**src/protection_pkg.sv**
```systemverilog
// Purpose: constants for the excitation protection and alarm block
// Assumes: 20 MHz aclk, AXI4-Lite register access, 32-bit data
// Notes:   thresholds are raw metered codes unless stated otherwise
package protection_pkg;

  localparam int unsigned CLK_HZ         = 20_000_000;
  localparam int unsigned SEC_CYCLES     = CLK_HZ;
  localparam int unsigned GOV_DELAY_MS   = 750;
  localparam int unsigned GOV_CYCLES     = CLK_HZ / 1000 * GOV_DELAY_MS;
  localparam int unsigned FOV_SECONDS    = 15;

  localparam int unsigned ADDR_W         = 6;
  localparam logic [5:0]  ADDR_OEL_LEVEL = 6'h00;
  localparam logic [5:0]  ADDR_OEL_DELAY = 6'h04;
  localparam logic [5:0]  ADDR_FOV_LEVEL = 6'h08;
  localparam logic [5:0]  ADDR_LOS_DELAY = 6'h0c;
  localparam logic [5:0]  ADDR_GOV_PCT   = 6'h10;
  localparam logic [5:0]  ADDR_STATUS    = 6'h14;
  localparam logic [5:0]  ADDR_IRQ_MASK  = 6'h18;
  localparam logic [5:0]  ADDR_IRQ_STAT  = 6'h1c;

  localparam int unsigned OEL_W          = 13;
  localparam logic [12:0] OEL_MAX        = 13'h1d4c;
  localparam logic [3:0]  OEL_DELAY_MAX  = 4'ha;
  localparam int unsigned FOV_W          = 16;
  localparam logic [4:0]  LOS_DELAY_MAX  = 5'h19;
  localparam logic [6:0]  GOV_PCT_MIN    = 7'h69;
  localparam logic [6:0]  GOV_PCT_MAX    = 7'h78;
  localparam logic [6:0]  GOV_PCT_RST    = 7'h69;
  localparam logic [15:0] FOV_RST        = 16'hffff;
  localparam logic [12:0] OEL_RST        = 13'h1d4c;

  localparam int unsigned EV_OEL         = 0;
  localparam int unsigned EV_FOV         = 1;
  localparam int unsigned EV_LOS         = 2;
  localparam int unsigned EV_GOV         = 3;
  localparam int unsigned EV_ALARM       = 4;
  localparam int unsigned EV_N           = 5;

  localparam logic [1:0]  RESP_OKAY      = 2'h0;
  localparam logic [1:0]  RESP_SLVERR    = 2'h2;

endpackage

```
**src/excitation_protection_alarm.sv**
```systemverilog
// Purpose: excitation protection thresholds, delay timers, alarm contact
// Assumes: metered inputs are synchronous codes updated by the meter front end
// Notes:   field current in mA, generator voltage as percent of nominal
// Operation
// - overexcitation current threshold 0 to 7.5 A in 0.001 A steps
// - field current above threshold lights overexcitation lamp and starts delay
// - alarm contact closes after overexcitation delay 0 to 10 s, 1 s steps
// - field voltage above its threshold also lights overexcitation lamp
// - field overvoltage lasting over 15 s closes the alarm contact
// - sensing loss waits 0 to 25 s then asserts the shutdown action
// - generator overvoltage threshold 105 to 120 percent, 1 percent steps
// - generator overvoltage lights its lamp, alarm closes after 0.75 s
`timescale 1ns/1ps
`default_nettype none
module excitation_protection_alarm (
  input  wire logic        aclk,
  input  wire logic        aresetn,
  input  wire logic [15:0] field_current_ma,
  input  wire logic [15:0] field_voltage,
  input  wire logic [7:0]  gen_voltage_pct,
  input  wire logic        sensing_loss,
  output logic             overexcitation_led,
  output logic             gen_overvoltage_led,
  output logic             alarm_contact_terminals,
  output logic             sensing_loss_action,
  output logic             irq,
  input  wire logic [5:0]  s_axi_awaddr,
  input  wire logic        s_axi_awvalid,
  output logic             s_axi_awready,
  input  wire logic [31:0] s_axi_wdata,
  input  wire logic [3:0]  s_axi_wstrb,
  input  wire logic        s_axi_wvalid,
  output logic             s_axi_wready,
  output logic [1:0]       s_axi_bresp,
  output logic             s_axi_bvalid,
  input  wire logic        s_axi_bready,
  input  wire logic [5:0]  s_axi_araddr,
  input  wire logic        s_axi_arvalid,
  output logic             s_axi_arready,
  output logic [31:0]      s_axi_rdata,
  output logic [1:0]       s_axi_rresp,
  output logic             s_axi_rvalid,
  input  wire logic        s_axi_rready
);

  // settings
  logic [12:0] oel_level_reg;
  logic [3:0]  oel_delay_reg;
  logic [15:0] fov_level_reg;
  logic [4:0]  los_delay_reg;
  logic [6:0]  gov_pct_reg;
  logic [4:0]  irq_mask_reg;
  logic [4:0]  irq_stat_reg;

  // one second timebase
  logic [24:0] sec_cnt_reg;
  wire         sec_tick = (sec_cnt_reg == 25'(protection_pkg::SEC_CYCLES - 1));

  always_ff @(posedge aclk) begin
    if (!aresetn || sec_tick) begin
      sec_cnt_reg <= 25'h0;
    end else begin
      sec_cnt_reg <= sec_cnt_reg + 25'h1;
    end
  end

  // conditions
  wire oel_cond = (field_current_ma > {3'h0, oel_level_reg});
  wire fov_cond = (field_voltage > fov_level_reg);
  wire gov_cond = (gen_voltage_pct > {1'h0, gov_pct_reg});
  wire los_cond = sensing_loss;

  // second-resolution timers and a cycle-count gov timer, cleared when condition drops
  logic [4:0] oel_sec_reg;
  logic [4:0] fov_sec_reg;
  logic [4:0] los_sec_reg;
  logic [23:0] gov_cnt_reg;
  logic oel_done_reg;
  logic fov_done_reg;
  logic los_done_reg;
  logic gov_done_reg;

  // expiry compares kept outside the timer processes
  wire oel_expired = (oel_sec_reg >= {1'h0, oel_delay_reg});
  wire fov_expired = (fov_sec_reg > 5'(protection_pkg::FOV_SECONDS));
  wire los_expired = (los_sec_reg >= los_delay_reg);
  wire gov_expired = (gov_cnt_reg >= 24'(protection_pkg::GOV_CYCLES - 1));

  // the first timer tick may land early by up to one second; the delay
  // counts whole ticks so the figure is met within one timebase period
  always_ff @(posedge aclk) begin
    if (!aresetn || !oel_cond) begin
      oel_sec_reg  <= 5'h0;
      oel_done_reg <= 1'b0;
    end else begin
      if (oel_expired) begin
        oel_done_reg <= 1'b1;
      end else if (sec_tick) begin
        oel_sec_reg <= oel_sec_reg + 5'h1;
      end
    end
  end

  always_ff @(posedge aclk) begin
    if (!aresetn || !fov_cond) begin
      fov_sec_reg  <= 5'h0;
      fov_done_reg <= 1'b0;
    end else begin
      if (fov_expired) begin
        fov_done_reg <= 1'b1;
      end else if (sec_tick) begin
        fov_sec_reg <= fov_sec_reg + 5'h1;
      end
    end
  end

  always_ff @(posedge aclk) begin
    if (!aresetn || !los_cond) begin
      los_sec_reg  <= 5'h0;
      los_done_reg <= 1'b0;
    end else begin
      if (los_expired) begin
        los_done_reg <= 1'b1;
      end else if (sec_tick) begin
        los_sec_reg <= los_sec_reg + 5'h1;
      end
    end
  end

  always_ff @(posedge aclk) begin
    if (!aresetn || !gov_cond) begin
      gov_cnt_reg  <= 24'h0;
      gov_done_reg <= 1'b0;
    end else begin
      if (gov_expired) begin
        gov_done_reg <= 1'b1;
      end else begin
        gov_cnt_reg <= gov_cnt_reg + 24'h1;
      end
    end
  end

  // alarm follows its causes, it is not latched
  // sensing loss has its own action pin and leaves the alarm alone
  wire alarm_next = oel_done_reg | fov_done_reg | gov_done_reg;

  always_ff @(posedge aclk) begin
    if (!aresetn) begin
      overexcitation_led      <= 1'b0;
      gen_overvoltage_led     <= 1'b0;
      alarm_contact_terminals <= 1'b0;
      sensing_loss_action     <= 1'b0;
    end else begin
      overexcitation_led      <= oel_cond | fov_cond;
      gen_overvoltage_led     <= gov_cond;
      alarm_contact_terminals <= alarm_next;
      sensing_loss_action     <= los_done_reg;
    end
  end

  // events and interrupt
  logic [4:0] ev_set;
  always_comb begin
    ev_set                           = 5'h0;
    ev_set[protection_pkg::EV_OEL]   = oel_cond;
    ev_set[protection_pkg::EV_FOV]   = fov_cond;
    ev_set[protection_pkg::EV_LOS]   = los_done_reg;
    ev_set[protection_pkg::EV_GOV]   = gov_cond;
    ev_set[protection_pkg::EV_ALARM] = alarm_next & ~alarm_contact_terminals;
  end

  // registered so the pin cannot glitch while mask and status change
  always_ff @(posedge aclk) begin
    if (!aresetn) begin
      irq <= 1'b0;
    end else begin
      irq <= |(irq_stat_reg & irq_mask_reg);
    end
  end

  // axi4-lite write path
  logic        aw_hold_reg;
  logic        w_hold_reg;
  logic [5:0]  awaddr_reg;
  logic [31:0] wdata_reg;
  logic [3:0]  wstrb_reg;
  logic        bvalid_reg;
  logic [1:0]  bresp_reg;

  // aw and w are parked until both are in; nothing taken while b waits
  assign s_axi_awready = !aw_hold_reg && !bvalid_reg;
  assign s_axi_wready  = !w_hold_reg && !bvalid_reg;
  assign s_axi_bvalid  = bvalid_reg;
  assign s_axi_bresp   = bresp_reg;

  wire aw_fire = s_axi_awvalid && s_axi_awready;
  wire w_fire  = s_axi_wvalid && s_axi_wready;
  wire aw_have = aw_hold_reg || aw_fire;
  wire w_have  = w_hold_reg || w_fire;
  wire [5:0]  wr_addr = aw_hold_reg ? awaddr_reg : s_axi_awaddr;
  wire [31:0] wr_data = w_hold_reg ? wdata_reg : s_axi_wdata;
  wire [3:0]  wr_strb = w_hold_reg ? wstrb_reg : s_axi_wstrb;
  wire        wr_go   = aw_have && w_have && !bvalid_reg;
  wire        wr_lo   = wr_go && wr_strb[0];
  wire        wr_hi   = wr_go && wr_strb[1];

  // read-only status and unmapped offsets answer with slverr
  wire wr_known = (wr_addr == protection_pkg::ADDR_OEL_LEVEL)
               || (wr_addr == protection_pkg::ADDR_OEL_DELAY)
               || (wr_addr == protection_pkg::ADDR_FOV_LEVEL)
               || (wr_addr == protection_pkg::ADDR_LOS_DELAY)
               || (wr_addr == protection_pkg::ADDR_GOV_PCT)
               || (wr_addr == protection_pkg::ADDR_IRQ_MASK)
               || (wr_addr == protection_pkg::ADDR_IRQ_STAT);

  // data bits above each field are dropped, then out-of-range field values are clamped to the nearest legal value
  wire [12:0] oel_wr = {(wr_hi ? wr_data[12:8] : oel_level_reg[12:8]),
                        (wr_lo ? wr_data[7:0] : oel_level_reg[7:0])};
  wire [12:0] oel_cl = (oel_wr > protection_pkg::OEL_MAX)
                       ? protection_pkg::OEL_MAX : oel_wr;
  wire [3:0]  od_cl  = (wr_data[3:0] > protection_pkg::OEL_DELAY_MAX)
                       ? protection_pkg::OEL_DELAY_MAX : wr_data[3:0];
  wire [4:0]  ld_cl  = (wr_data[4:0] > protection_pkg::LOS_DELAY_MAX)
                       ? protection_pkg::LOS_DELAY_MAX : wr_data[4:0];
  wire [6:0]  gp_cl  = (wr_data[6:0] < protection_pkg::GOV_PCT_MIN)
                       ? protection_pkg::GOV_PCT_MIN
                       : (wr_data[6:0] > protection_pkg::GOV_PCT_MAX)
                       ? protection_pkg::GOV_PCT_MAX : wr_data[6:0];
  wire [4:0]  clr_bits = (wr_lo && wr_addr == protection_pkg::ADDR_IRQ_STAT)
                         ? wr_data[4:0] : 5'h0;

  always_ff @(posedge aclk) begin
    if (!aresetn) begin
      aw_hold_reg <= 1'b0;
      w_hold_reg  <= 1'b0;
      awaddr_reg  <= 6'h0;
      wdata_reg   <= 32'h0;
      wstrb_reg   <= 4'h0;
      bvalid_reg  <= 1'b0;
      bresp_reg   <= protection_pkg::RESP_OKAY;
    end else begin
      if (aw_fire) awaddr_reg <= s_axi_awaddr;
      if (w_fire) begin
        wdata_reg <= s_axi_wdata;
        wstrb_reg <= s_axi_wstrb;
      end
      if (wr_go) begin
        aw_hold_reg <= 1'b0;
        w_hold_reg  <= 1'b0;
        bvalid_reg  <= 1'b1;
        bresp_reg   <= wr_known ? protection_pkg::RESP_OKAY
                                : protection_pkg::RESP_SLVERR;
      end else begin
        aw_hold_reg <= aw_have;
        w_hold_reg  <= w_have;
        if (bvalid_reg && s_axi_bready) bvalid_reg <= 1'b0;
      end
    end
  end

  always_ff @(posedge aclk) begin
    if (!aresetn) begin
      oel_level_reg <= protection_pkg::OEL_RST;
      oel_delay_reg <= 4'h0;
      fov_level_reg <= protection_pkg::FOV_RST;
      los_delay_reg <= 5'h0;
      gov_pct_reg   <= protection_pkg::GOV_PCT_RST;
      irq_mask_reg  <= 5'h0;
    end else if (wr_go) begin
      if (wr_addr == protection_pkg::ADDR_OEL_LEVEL && (wr_lo || wr_hi))
        oel_level_reg <= oel_cl;
      if (wr_lo && wr_addr == protection_pkg::ADDR_OEL_DELAY)
        oel_delay_reg <= od_cl;
      if (wr_addr == protection_pkg::ADDR_FOV_LEVEL) begin
        if (wr_lo) fov_level_reg[7:0]  <= wr_data[7:0];
        if (wr_hi) fov_level_reg[15:8] <= wr_data[15:8];
      end
      if (wr_lo && wr_addr == protection_pkg::ADDR_LOS_DELAY)
        los_delay_reg <= ld_cl;
      if (wr_lo && wr_addr == protection_pkg::ADDR_GOV_PCT)
        gov_pct_reg <= gp_cl;
      if (wr_lo && wr_addr == protection_pkg::ADDR_IRQ_MASK)
        irq_mask_reg <= wr_data[4:0];
    end
  end

  // sticky status: a set in the clearing cycle wins
  always_ff @(posedge aclk) begin
    if (!aresetn) begin
      irq_stat_reg <= 5'h0;
    end else begin
      irq_stat_reg <= (irq_stat_reg & ~clr_bits) | ev_set;
    end
  end

  // axi4-lite read path
  logic [31:0] live;
  always_comb begin
    live                           = 32'h0;
    live[protection_pkg::EV_OEL]   = oel_cond;
    live[protection_pkg::EV_FOV]   = fov_cond;
    live[protection_pkg::EV_LOS]   = sensing_loss_action;
    live[protection_pkg::EV_GOV]   = gen_overvoltage_led;
    live[protection_pkg::EV_ALARM] = alarm_contact_terminals;
  end
  logic [31:0] rd_mux;
  logic        rd_ok;
  always_comb begin
    rd_mux = 32'h0;
    rd_ok  = 1'b1;
    case (s_axi_araddr)
      protection_pkg::ADDR_OEL_LEVEL: rd_mux = {19'h0, oel_level_reg};
      protection_pkg::ADDR_OEL_DELAY: rd_mux = {28'h0, oel_delay_reg};
      protection_pkg::ADDR_FOV_LEVEL: rd_mux = {16'h0, fov_level_reg};
      protection_pkg::ADDR_LOS_DELAY: rd_mux = {27'h0, los_delay_reg};
      protection_pkg::ADDR_GOV_PCT:   rd_mux = {25'h0, gov_pct_reg};
      protection_pkg::ADDR_STATUS:    rd_mux = live;
      protection_pkg::ADDR_IRQ_MASK:  rd_mux = {27'h0, irq_mask_reg};
      protection_pkg::ADDR_IRQ_STAT:  rd_mux = {27'h0, irq_stat_reg};
      default:                        rd_ok  = 1'b0;
    endcase
  end

  // one read in flight; the reply stands until rready
  assign s_axi_arready = !s_axi_rvalid;

  always_ff @(posedge aclk) begin
    if (!aresetn) begin
      s_axi_rvalid <= 1'b0;
      s_axi_rdata  <= 32'h0;
      s_axi_rresp  <= protection_pkg::RESP_OKAY;
    end else if (s_axi_arvalid && s_axi_arready) begin
      s_axi_rvalid <= 1'b1;
      s_axi_rdata  <= rd_mux;
      s_axi_rresp  <= rd_ok ? protection_pkg::RESP_OKAY
                            : protection_pkg::RESP_SLVERR;
    end else if (s_axi_rready) begin
      s_axi_rvalid <= 1'b0;
    end
  end

endmodule
`default_nettype wire

```
**config.mk**
```make
export PLATFORM = sky130hd
export DESIGN_NAME = excitation_protection_alarm
export DESIGN_NICKNAME = d
export VERILOG_FILES = /design/src/protection_pkg.sv /design/src/excitation_protection_alarm.sv
export SDC_FILE = /design/constraint.sdc
export NUM_CORES = 1
export LEC_CHECK = 0
export BUFFER_PORTS_ARGS = -buffer_cell sky130_fd_sc_hd__buf_4
export CAP_MARGIN = 20
export CORE_MARGIN = 10
export CORE_UTILIZATION = 30
export DETAILED_ROUTE_END_ITERATION = 7
export PLACE_DENSITY = 0.47
export SYNTH_ARGS = -nofsm -noshare
export SYNTH_HDL_FRONTEND = slang
export SYNTH_SLANG_ARGS = --single-unit
```
**constraint.sdc**
```tcl
create_clock -name aclk -period 6.45 [get_ports aclk]
set_input_delay 0.3225 -clock aclk [delete_from_list [all_inputs] [get_ports aclk]]
set_output_delay 0.3225 -clock aclk [all_outputs]
set_load 0.05 [all_outputs]
```
==> results.ini, run 1 <==
[final_layout]
layout-drive-gt1-share=0.149
multi_input_area_sq_mm=0.00521
largest_reg_flops=25
nets=1319
fill_cells=3137
area_growth_pct=18.5
final_util=0.364
antenna_cells=0
regArea_sq_mm=0.00348

[critical_path]
cpLargestDelayFamily=compound AO/OA/AOI/OAI gates
start_kind=flip-flop
slowest_delay_ns=0.59
slowest_stage=dfxtp_1
path_max_fanout=13
cp-end-kind=flip-flop
path_buf_inv=0
crit_path_cell_trace=or4b_1 > o22ai_1 > and2b_1 > o211ai_2 > o311a_1 > a32o_1
cp_data_required_time_ns=6.77
crit_cells=6
path_class=flip-flop to flip-flop
critical_path_arrival_ns=3.18
r2r_cells=6

[clocking]
path_clk_slew_ns=0.08
cts_sinks=174
insertion_delay_ns=0.44
h-tree-depth=4
numCtsBuffers=17
cts_tree=built
cts_buffer_depth=2
root_buffer=clkbuf_16
cts_hold_buf=0
post-cts-setup-buffers=0
ctsResizeCount=0

[routing]
wl_per_cell_um=17.0
route.met2.wl_mm=12.0
first_iter_violations=505
first_pass_iters=5
m1WireLength_mm=13.6
routed.top_layer=met5
vias=7818
via_per_inst=4.96
totalWireLength_mm=26.8
drc_errors=0
ant_nets=0
met3WireLength_um=970

[job]
drv_cap=0

[synthesis]
synth.avg_cell_area_sq_um=8.46
ys_types=76
syn_inst=1085
ys_warn_count=0
synth_ff_type=dfxtp_1
synth_edf_count=0
seq_area_frac_synth=0.379
syn-cell-area_sq_mm=0.00918
ys_ff_latch=174
ys_async_sr_fraction=0

[timing]
fin_setup_tns_ns=0
setup_viol=0
max_freq_mhz=350
slew_headroom=0.325
worst_pin_slew_ns=1.01
final-hold-violation-count=0
finalCriticalPeriod_ns=2.86
fin_skew_ns=0.0179
drv_slew=0
period_share=0.443
rsz0062_at_grt=no

[global_route]
grt_pass1_vias=7612
grt_max_degree=68
antenna_found_initial=2
grt_pass1_wl_mm=43.1
grt_util_all_layers=0.139
overflow=0

[place]
gp_congestion=0.777
hpwl_mm=20.1
portBuffers=105

[die]
fp.dieArea_sq_mm=0.0380
start_util=0.307
ios=142
num_rows=63
die_h_um=195
core_area_sq_mm=0.0299
chipWidth_um=195

[power]
p_leak_nw=4.42
p_total_mw=2.49
ir_worst_vdd_uv=146
power_density_mw_per_mm2=229

[run_status]
status=finished, final reports clean

[hold_path]
hp-class=primary input to flip-flop
holdPathStages=3

## report_power, final
group | switching (mW) | internal (mW)
clock network | 0.482 | 0.570
registers | 0.0234 | 1.10
logic | 0.200 | 0.112
total | 0.706 | 1.78
## worst min-delay path: cells and delay by family
family	cells	cell delay [ns]
multiplexers	1	0.06
buffers and inverters	1	0.08
AND/OR/NAND/NOR	1	0.08
## final timing paths
kind                                       from          endpoint  slack (ns)
worst min register to register     wdata_reg[8]      wdata_reg[8]        0.46
worst min-delay path            s_axi_awaddr[0]     awaddr_reg[0]        0.13
worst max-delay path                aw_hold_reg  oel_level_reg[1]        3.59
worst max register to register      aw_hold_reg  oel_level_reg[1]        3.59
## synth_stat cells (4+ instances only)
| library cell | n | area [sq um] |
|---|---|---|
| a211oi_1 | 14 | 105 |
| a21o_1 | 12 | 90.1 |
| a21oi_1 | 85 | 425 |
| a22o_1 | 9 | 78.8 |
| a22oi_1 | 7 | 52.6 |
| a32o_1 | 5 | 50.1 |
| and2_1 | 9 | 56.3 |
| and3_1 | 9 | 56.3 |
| and4_1 | 5 | 43.8 |
| buf_2 | 7 | 35.0 |
| buf_4 | 18 | 135 |
| clkbuf_1 | 32 | 120 |
| dfxtp_1 | 174 | 3480 |
| ha_1 | 51 | 638 |
| inv_1 | 60 | 225 |
| mux2_2 | 17 | 191 |
| mux2i_1 | 35 | 350 |
| nand2_1 | 127 | 477 |
| nand2b_1 | 14 | 87.6 |
| nand3_1 | 28 | 140 |
| nand4_1 | 12 | 75.1 |
| nor2_1 | 92 | 345 |
| nor2b_1 | 13 | 81.3 |
| nor3_1 | 23 | 115 |
| nor3b_1 | 5 | 37.5 |
| nor4_1 | 5 | 31.3 |
| nor4b_1 | 4 | 35.0 |
| o2111ai_1 | 4 | 35.0 |
| o211ai_1 | 14 | 105 |
| o21a_1 | 11 | 82.6 |
| o21ai_0 | 43 | 215 |
| o22ai_1 | 6 | 37.5 |
| o31ai_1 | 15 | 113 |
| or3_1 | 20 | 125 |
| or4_1 | 12 | 90.1 |
| xnor2_1 | 14 | 123 |
| xor2_1 | 18 | 158 |
## cells in the final DEF (no fill, tap or decap), drive strengths merged, types with 19 or more instances in the layout
cell and count:
dfxtp 174, nand2 127, buf 113, nor2 92, a21oi 85, inv 70, ha 51, o21ai 45
mux2i 35, nand3 29, nor3 24, or3 20, clkbuf 19
## through the flow
stage	cell area, sq um	hold slack [ns]	setup WS, ns	cells
2_1_floorplan	9240	0.430	3.89	1102
3_3_place_gp	10200	0.438	3.65	1541
3_5_place_dp	10200	0.447	3.66	1541
4_1_cts	10800	0.115	3.62	1573
5_1_grt	10900	0.130	3.41	1575
6_report	10900	0.130	3.59	1575
## cells by family after synthesis
kind of cell	synth area share
adders and majority gates	0.0695
muxes	0.0615
DFF	0.379
and+or+nand+nor	0.216
xor gates and xnor gates	0.0305
other	0.000409
buffers and inverters	0.0596
AOI/OAI and AO/OA	0.183
## layout make-up
type | instances | share of cell area
clock buffers | 19 | 0.0416
clock inverters | 13 | 0.0130
inverters | 61 | 0.0210
multi-input cells | 805 | 0.479
flip-flops and latches | 174 | 0.320
well taps | 390 | 0.0449
repair buffers | 113 | 0.0802
## layer usage
layer,up-vias,global-route usage
met5,-,0
met4,4,0.0324
met3,14,0.0277
met2,119,0.214
met1,3655,0.194
li1,4026,-
Power figures use the tool's default switching activity.
==> run 2: changes to the inputs <==
--- a/config.mk
+++ b/config.mk
@@ -5,12 +5,13 @@
 export SDC_FILE = /design/constraint.sdc
 export NUM_CORES = 1
 export LEC_CHECK = 0
+export ABC_AREA = 1
 export BUFFER_PORTS_ARGS = -buffer_cell sky130_fd_sc_hd__buf_4
 export CAP_MARGIN = 20
 export CORE_MARGIN = 10
 export CORE_UTILIZATION = 30
 export DETAILED_ROUTE_END_ITERATION = 7
-export PLACE_DENSITY = 0.47
+export PLACE_DENSITY = 0.46
 export SYNTH_ARGS = -nofsm -noshare
 export SYNTH_HDL_FRONTEND = slang
 export SYNTH_SLANG_ARGS = --single-unit
==> constraint.sdc (replaced) <==
create_clock -name aclk -period 2.76 [get_ports aclk]
set_input_delay 0.138 -clock aclk [delete_from_list [all_inputs] [get_ports aclk]]
set_output_delay 0.138 -clock aclk [all_outputs]
set_load 0.05 [all_outputs]
==> run 2 against run 1 <==
Flip-flop and latch count unchanged. Critical endpoint is now oel_level_reg[7]. Setup slack got worse by 3.2 ns. Global-route usage increased by 1.3 points. Highest routed layer is now met4. Total power increased by 140%. Area after synthesis increased by 4.8%. Clock power increased by 130%. Die area increased by 4.3%. Critical path type unchanged. Core utilization increased by 0.51 points. Largest power group unchanged. Hold slack got worse by 0.12 ns. Count of clock-buffer cells in the layout increased by 1. Via count increased by 17%.
==> results.ini, run 2 <==
[run_status]
status=finished, final reports clean  ; unchanged

[die]
ios=142  ; unchanged
start_util=0.305  ; was 0.307
chipWidth_um=199  ; was 195 um
die_h_um=199  ; was 195 um
num_rows=65  ; was 63
fp.dieArea_sq_mm=0.0396  ; was 0.0380 sq mm
core_area_sq_mm=0.0316  ; was 0.0299 sq mm

[global_route]
antenna_found_initial=0  ; was 2
grt_util_all_layers=0.152  ; was 0.139
grt_max_degree=57  ; was 68
grt_pass1_vias=9021  ; was 7612
overflow=0  ; unchanged
grt_pass1_wl_mm=47.8  ; was 43.1 mm

[hold_path]
hp-class=primary input to flip-flop  ; unchanged
holdPathStages=3  ; unchanged

[final_layout]
final_common_cell=nand2_1  ; was dfxtp_1
fill_cells=3371  ; was 3137
design_area_sq_mm=0.0117  ; was 0.0109 sq mm
largest_reg_flops=25  ; unchanged
regArea_sq_mm=0.00348  ; unchanged
layout-drive-gt1-share=0.119  ; was 0.149
nets=1661  ; was 1319
multi_input_area_sq_mm=0.00512  ; was 0.00521 sq mm
final_cell_mix=297 x nand2_1, 195 x inv_1, 174 x dfxtp_1  ; was 174 x dfxtp_1, 127 x nand2_1, 111 x buf_4
antenna_cells=0  ; unchanged
area_growth_pct=21.2  ; was 18.5%

[place]
portBuffers=105  ; unchanged
hpwl_mm=22.8  ; was 20.1 mm
placed_cell_area_sq_mm=0.0108  ; was 0.0102 sq mm
gp_congestion=0.837  ; was 0.777
dpl_worst_slack_ns=0.399  ; was 3.66 ns

[clocking]
cts_buffer_depth=2  ; unchanged
h-tree-depth=4  ; unchanged
path_clk_slew_ns=0.08  ; about the same
cts_tree=built  ; unchanged
numCtsBuffers=17  ; unchanged
cts_sinks=174  ; unchanged
root_buffer=clkbuf_16  ; unchanged
insertion_delay_ns=0.45  ; was 0.44 ns
ctsResizeCount=0  ; unchanged

[critical_path]
critical_path_arrival_ns=2.75  ; was 3.18 ns
path_max_fanout=18  ; was 13
cp_data_required_time_ns=3.13  ; was 6.77 ns
cp-end-kind=flip-flop  ; unchanged
path_class=flip-flop to flip-flop  ; unchanged
start_kind=flip-flop  ; unchanged
r2r_cells=9  ; was 6

[synthesis]
synth.avg_cell_area_sq_um=6.95  ; was 8.46 sq um
yosys.cell_count.top_type=nand2_1  ; was dfxtp_1
ys_ff_latch=174  ; unchanged
ys_async_sr_fraction=0  ; unchanged
yosysTopAreaCellShare=0.362  ; was 0.379
synth_top_area_cell=dfxtp_1  ; unchanged
seq_area_frac_synth=0.362  ; was 0.379
ys_warn_count=0  ; unchanged
synth_top_cells_by_count=297 x nand2_1, 195 x inv_1, 174 x dfxtp_1  ; was 174 x dfxtp_1, 127 x nand2_1, 92 x nor2_1
synth_top_cells_by_area=dfxtp_1 36%, nand2_1 12%, inv_1 7.6%  ; was dfxtp_1 38%, ha_1 7.0%, nand2_1 5.2%
synth_edf_count=0  ; unchanged
syn_inst=1384  ; was 1085
syn-cell-area_sq_mm=0.00962  ; was 0.00918 sq mm
synth_ff_type=dfxtp_1  ; unchanged
ys_types=52  ; was 76

[timing]
drv_slew=0  ; unchanged
slew_headroom=0.577  ; was 0.325
fin_setup_tns_ns=0  ; unchanged
period_share=0.862  ; was 0.443
final-hold-violation-count=0  ; unchanged
fin_ws_ns=0.381  ; was 3.59 ns
fin_skew_ns=0.0137  ; was 0.0179 ns
rsz0062_at_grt=no  ; unchanged
setup_viol=0  ; unchanged
max_freq_mhz=420  ; was 350 MHz
finalCriticalPeriod_ns=2.38  ; was 2.86 ns
worst_pin_slew_ns=0.629  ; was 1.01 ns

[power]
switching_share=0.295  ; was 0.284
combPwrFrac=0.149  ; was 0.126
clockPowerShare=0.411  ; was 0.423
p_seq_frac=0.439  ; was 0.451
ir_worst_vdd_uv=442  ; was 146 uV
p_switching_mw=1.77  ; was 0.706 mW
power_density_mw_per_mm2=514  ; was 229 mW/mm^2
p_total_mw=5.99  ; was 2.49 mW
p_leak_nw=5.16  ; was 4.42 nW
p_int_mw=4.22  ; was 1.78 mW

[routing]
wl_per_cell_um=15.3  ; was 17.0 um
drc_errors=0  ; unchanged
first_pass_iters=6  ; was 5
totalWireLength_mm=29.4  ; was 26.8 mm
first_iter_violations=443  ; was 505
via_per_inst=4.72  ; was 4.96
ant_nets=0  ; unchanged
vias=9110  ; was 7818

[job]
drv_cap=0  ; unchanged

run 2: cell count changes after synthesis, sizes merged, moves of 35 or more:
cell and change:
nand2 +170, a21oi +37, nor2 +43, mux2i -35, o21ai +37, inv +137
run 2: final timing paths:
| kind | start | to | slack (ns) |
|---|---|---|---|
| max | aw_hold_reg | oel_level_reg[7] | 0.38 |
| min | s_axi_awaddr[3] | awaddr_reg[3] | 0.01 |
| max reg2reg | aw_hold_reg | oel_level_reg[7] | 0.38 |
| min reg2reg | gov_pct_reg[5] | gov_pct_reg[5] | 0.45 |
run 2: stage by stage:
step                cells  hold slack [ns]  utilization
floorplan            1401            0.273            -
detailed placement   1873            0.385        0.343
CTS                  1929         0.000543        0.369
global placement     1873            0.374        0.343
global route         1929           0.0196        0.369
finish               1929           0.0109        0.369
run 2: what timing repair did:
action,CTS,global route
buffers inserted,0,0
hold endpoints to repair,25,0
hold buffers,24,0
run 2: kinds of logic after synthesis:
group / after synthesis / share of synthesized area
DFF: 174 / 0.362
other: 1 / 0.000390
xor gates and xnor gates: 28 / 0.0255
and+or+nand+nor: 603 / 0.273
AOI/OAI and AO/OA: 270 / 0.160
adders and majority gates: 51 / 0.0664
buffers and inverters: 257 / 0.112
run 2: layer usage:
metal  part of all wire  vias to the layer above  GRT usage  routed length, um
li1                   -                     4796          -                  -
met1               0.45                     4127      0.181              13400
met2               0.49                      148      0.266              14400
met3              0.032                       39     0.0262                946
met4              0.025                        0     0.0568                727
met5                  0                        -          0                  0
run 2: worst max-delay path: stages (launching register included):
cell	delay, ns
dfxtp_1	0.55
o21bai_2	0.34
nand3_4	0.26
inv_1	0.18
nor2_1	0.06
inv_1	0.06
nand4_1	0.11
inv_1	0.41
o21ai_0	0.15
a21oi_1	0.15
run 2: layout make-up:
| class | instances | area share |
|---|---|---|
| inverter | 199 | 0.0643 |
| clock inverter | 12 | 0.0105 |
| sequential | 174 | 0.299 |
| timing repair buffer | 152 | 0.103 |
| tap | 402 | 0.0432 |
| clock buffer | 20 | 0.0401 |
| multi-input combinational | 970 | 0.440 |
run 2: power groups by stage:
stage          registers (mW)  logic (mW)  clock network [mW]
6_report                 2.63       0.895                2.46
5_1_grt                  2.64        1.01                2.64
4_1_cts                  2.63       0.905                2.55
3_5_place_dp             2.69       0.874                   0
3_3_place_gp             2.69       0.869                   0
2_1_floorplan            2.72       0.555                   0
==> run 3: changes to the inputs <==
--- a/config.mk
+++ b/config.mk
@@ -5,13 +5,12 @@
 export SDC_FILE = /design/constraint.sdc
 export NUM_CORES = 1
 export LEC_CHECK = 0
-export ABC_AREA = 1
 export BUFFER_PORTS_ARGS = -buffer_cell sky130_fd_sc_hd__buf_4
 export CAP_MARGIN = 20
 export CORE_MARGIN = 10
 export CORE_UTILIZATION = 30
 export DETAILED_ROUTE_END_ITERATION = 7
-export PLACE_DENSITY = 0.46
+export PLACE_DENSITY = 0.47
 export SYNTH_ARGS = -nofsm -noshare
 export SYNTH_HDL_FRONTEND = slang
 export SYNTH_SLANG_ARGS = --single-unit
==> run 3 against run 2 <==
Critical path depth shrank 1. Count of clock-buffer cells in the layout did not move. Combinational power down 13%. Critical path type is now primary input to flip-flop. Highest routed layer unchanged. Largest power group unchanged.
==> results.ini, run 3 (synthesis results as in run 1) <==
[power]
p_seq_frac=0.452  ; was 0.439
ir_worst_vdd_uv=351  ; was 442 uV
p_int_mw=4.19  ; was 4.22 mW
p_leak_nw=4.60  ; was 5.16 nW
clockPowerShare=0.414  ; was 0.411
power_density_mw_per_mm2=516  ; was 514 mW/mm^2
combPwrFrac=0.134  ; was 0.149
p_switching_mw=1.61  ; was 1.77 mW
switching_share=0.277  ; was 0.295

[final_layout]
area_growth_pct=22.5  ; was 21.2%
nets=1365  ; was 1661
regArea_sq_mm=0.00348  ; unchanged
multi_input_area_sq_mm=0.00521  ; was 0.00512 sq mm
largest_reg_flops=25  ; unchanged
final_cell_mix=174 x dfxtp_1, 133 x buf_4, 127 x nand2_1  ; was 297 x nand2_1, 195 x inv_1, 174 x dfxtp_1
fill_cells=3075  ; was 3371
antenna_cells=0  ; unchanged
final_common_cell=dfxtp_1  ; was nand2_1
final_cell_count_no_fill=1620  ; was 1929
layout-drive-gt1-share=0.159  ; was 0.119

[hold_path]
holdPathStages=3  ; unchanged
hp-class=primary input to flip-flop  ; unchanged
holdPathEnd=w_hold_reg  ; was awaddr_reg[3]
worstHoldStart=aresetn  ; was s_axi_awaddr[3]

[timing]
worst_pin_slew_ns=0.734  ; was 0.629 ns
fin_skew_ns=0.0152  ; was 0.0137 ns
period_share=0.893  ; was 0.862
fin_setup_tns_ns=0  ; unchanged
setup_viol=0  ; unchanged
fin_ws_ns=0.296  ; was 0.381 ns
drv_slew=0  ; unchanged
final-hold-violation-count=0  ; unchanged
slew_headroom=0.507  ; was 0.577
rsz0062_at_grt=no  ; unchanged
finalCriticalPeriod_ns=2.46  ; was 2.38 ns
max_freq_mhz=406  ; was 420 MHz

[run_status]
status=finished, final reports clean  ; unchanged

[critical_path]
path_max_fanout=8  ; was 18
cp_data_required_time_ns=3.07  ; was 3.13 ns
crit_path_cell_trace=dlygate4sd3_1 > buf_4 > or4_1 > o22ai_1 > and2b_1 > o211ai_2 > o311a_1 > a32o_1  ; was o21bai_2 > nand3_4 > inv_1 > nor2_1 > inv_1 > nand4_1 > inv_1 > o21ai_0 > a21oi_1
rr_endpoint=oel_level_reg[1]  ; was oel_level_reg[7]
cp-end-kind=flip-flop  ; unchanged
cpLargestDelayFamily=compound AO/OA/AOI/OAI gates  ; was buffers and inverters
ff2ff_setup_slack_ns=0.34  ; was 0.38 ns
critical_path_arrival_ns=2.77  ; was 2.75 ns
path_class=primary input to flip-flop  ; was flip-flop to flip-flop
slowest_stage=or4_1  ; was dfxtp_1
start_kind=primary input  ; was flip-flop
path_buf_inv=2  ; was 3
r2r_cells=6  ; was 9
slowest_delay_ns=0.56  ; was 0.55 ns
r2r-start=awaddr_reg[0]  ; was aw_hold_reg

[die]
ios=142  ; unchanged
core_area_sq_mm=0.0299  ; was 0.0316 sq mm
die_h_um=195  ; was 199 um
num_rows=63  ; was 65
start_util=0.307  ; was 0.305
chipWidth_um=195  ; was 199 um
fp.dieArea_sq_mm=0.0380  ; was 0.0396 sq mm

[routing]
first_iter_violations=410  ; was 443
totalWireLength_mm=27.3  ; was 29.4 mm
ant_nets=0  ; unchanged
first_pass_iters=5  ; was 6
via_per_inst=4.95  ; was 4.72
wl_per_cell_um=16.9  ; was 15.3 um
drc_errors=0  ; unchanged
vias=8023  ; was 9110

[place]
dpl_worst_slack_ns=0.363  ; was 0.399 ns
portBuffers=105  ; unchanged
gp_congestion=0.787  ; was 0.837
place_inst=1563  ; was 1873
hpwl_mm=20.8  ; was 22.8 mm

[job]
drv_cap=0  ; unchanged

[global_route]
grt_pass1_wl_mm=44.3  ; was 47.8 mm
antenna_found_initial=0  ; unchanged
grt_util_all_layers=0.142  ; was 0.152
overflow=0  ; unchanged
grt_max_degree=27  ; was 57
grt_pass1_vias=7931  ; was 9021

[clocking]
path_clk_slew_ns=0.07  ; was 0.08 ns
post-cts-setup-buffers=0  ; unchanged
cts_sinks=174  ; unchanged
cts_buffer_depth=2  ; unchanged
h-tree-depth=4  ; unchanged
numCtsBuffers=17  ; unchanged
insertion_delay_ns=0.43  ; was 0.45 ns
ctsResizeCount=0  ; unchanged
root_buffer=clkbuf_16  ; unchanged
cts_hold_buf=26  ; was 24
cts_tree=built  ; unchanged

[run 3: changes by cell type in the layout (fill, tap and decap cells not counted), moves of 14 or more]
cell | previous run | this run
o21ai_0 | 75 | 43
inv_1 | 195 | 60
mux2i_1 | 0 | 35
nor3_1 | 43 | 23
mux2_2 | 0 | 17
nand4_1 | 37 | 12
nand2b_1 | 0 | 14
nand3_1 | 59 | 28
or3_1 | 0 | 20
nand2_1 | 297 | 127
nor2_1 | 133 | 92
a21oi_1 | 121 | 85
[run 3: per-layer routing]
| layer | wire [um] | vias up | track usage |
|---|---|---|---|
| met5 | 0 | - | 0 |
| met4 | 231 | 0 | 0.0304 |
| met3 | 921 | 11 | 0.0289 |
| met2 | 12400 | 123 | 0.220 |
| met1 | 13800 | 3778 | 0.198 |
| li1 | - | 4111 | - |
[run 3: worst min-delay path, cell delays in order]
cell     delay (ns)
buf_4          0.18
nand2_1        0.11
nor2_1         0.05
[run 3: stage by stage]
step	utilization	area [sq um]	power [mW]	hold WS (ns)
floorplan	-	9240	3.15	0.274
global placement	0.348	10400	3.42	0.391
detailed placement	0.348	10400	3.43	0.396
CTS	0.377	11200	5.89	0.0765
global route	0.377	11200	6.06	0.100
finish	0.377	11200	5.80	0.0887
[run 3: area by class of cell]
type / count / share of cell area
multi-input combinational: 805 / 0.463
sequential: 174 / 0.310
timing repair buffer: 159 / 0.112
tap: 390 / 0.0434
clock buffer: 20 / 0.0415
inverter: 61 / 0.0204
clock inverter: 11 / 0.00979
[run 3: worst max path at each step]
stage / start / depth (start not counted) / end
after CTS: s_axi_awaddr[0] / 8 / oel_level_reg[1]
after global routing: s_axi_awaddr[0] / 8 / oel_level_reg[0]
final: s_axi_awaddr[0] / 8 / oel_level_reg[1]
after global placement: awaddr_reg[0] / 6 / oel_level_reg[4]
after detailed placement: awaddr_reg[0] / 6 / oel_level_reg[1]
after floorplan: w_hold_reg / 9 / wdata_reg[0]
[run 3: power by group through the flow]
stage	Sequential [mW]	Combinational [mW]	Clock, mW
global placement	2.68	0.747	0
detailed placement	2.68	0.751	0
finish	2.62	0.778	2.40
global route	2.63	0.850	2.59
floorplan	2.70	0.449	0
CTS	2.62	0.783	2.49
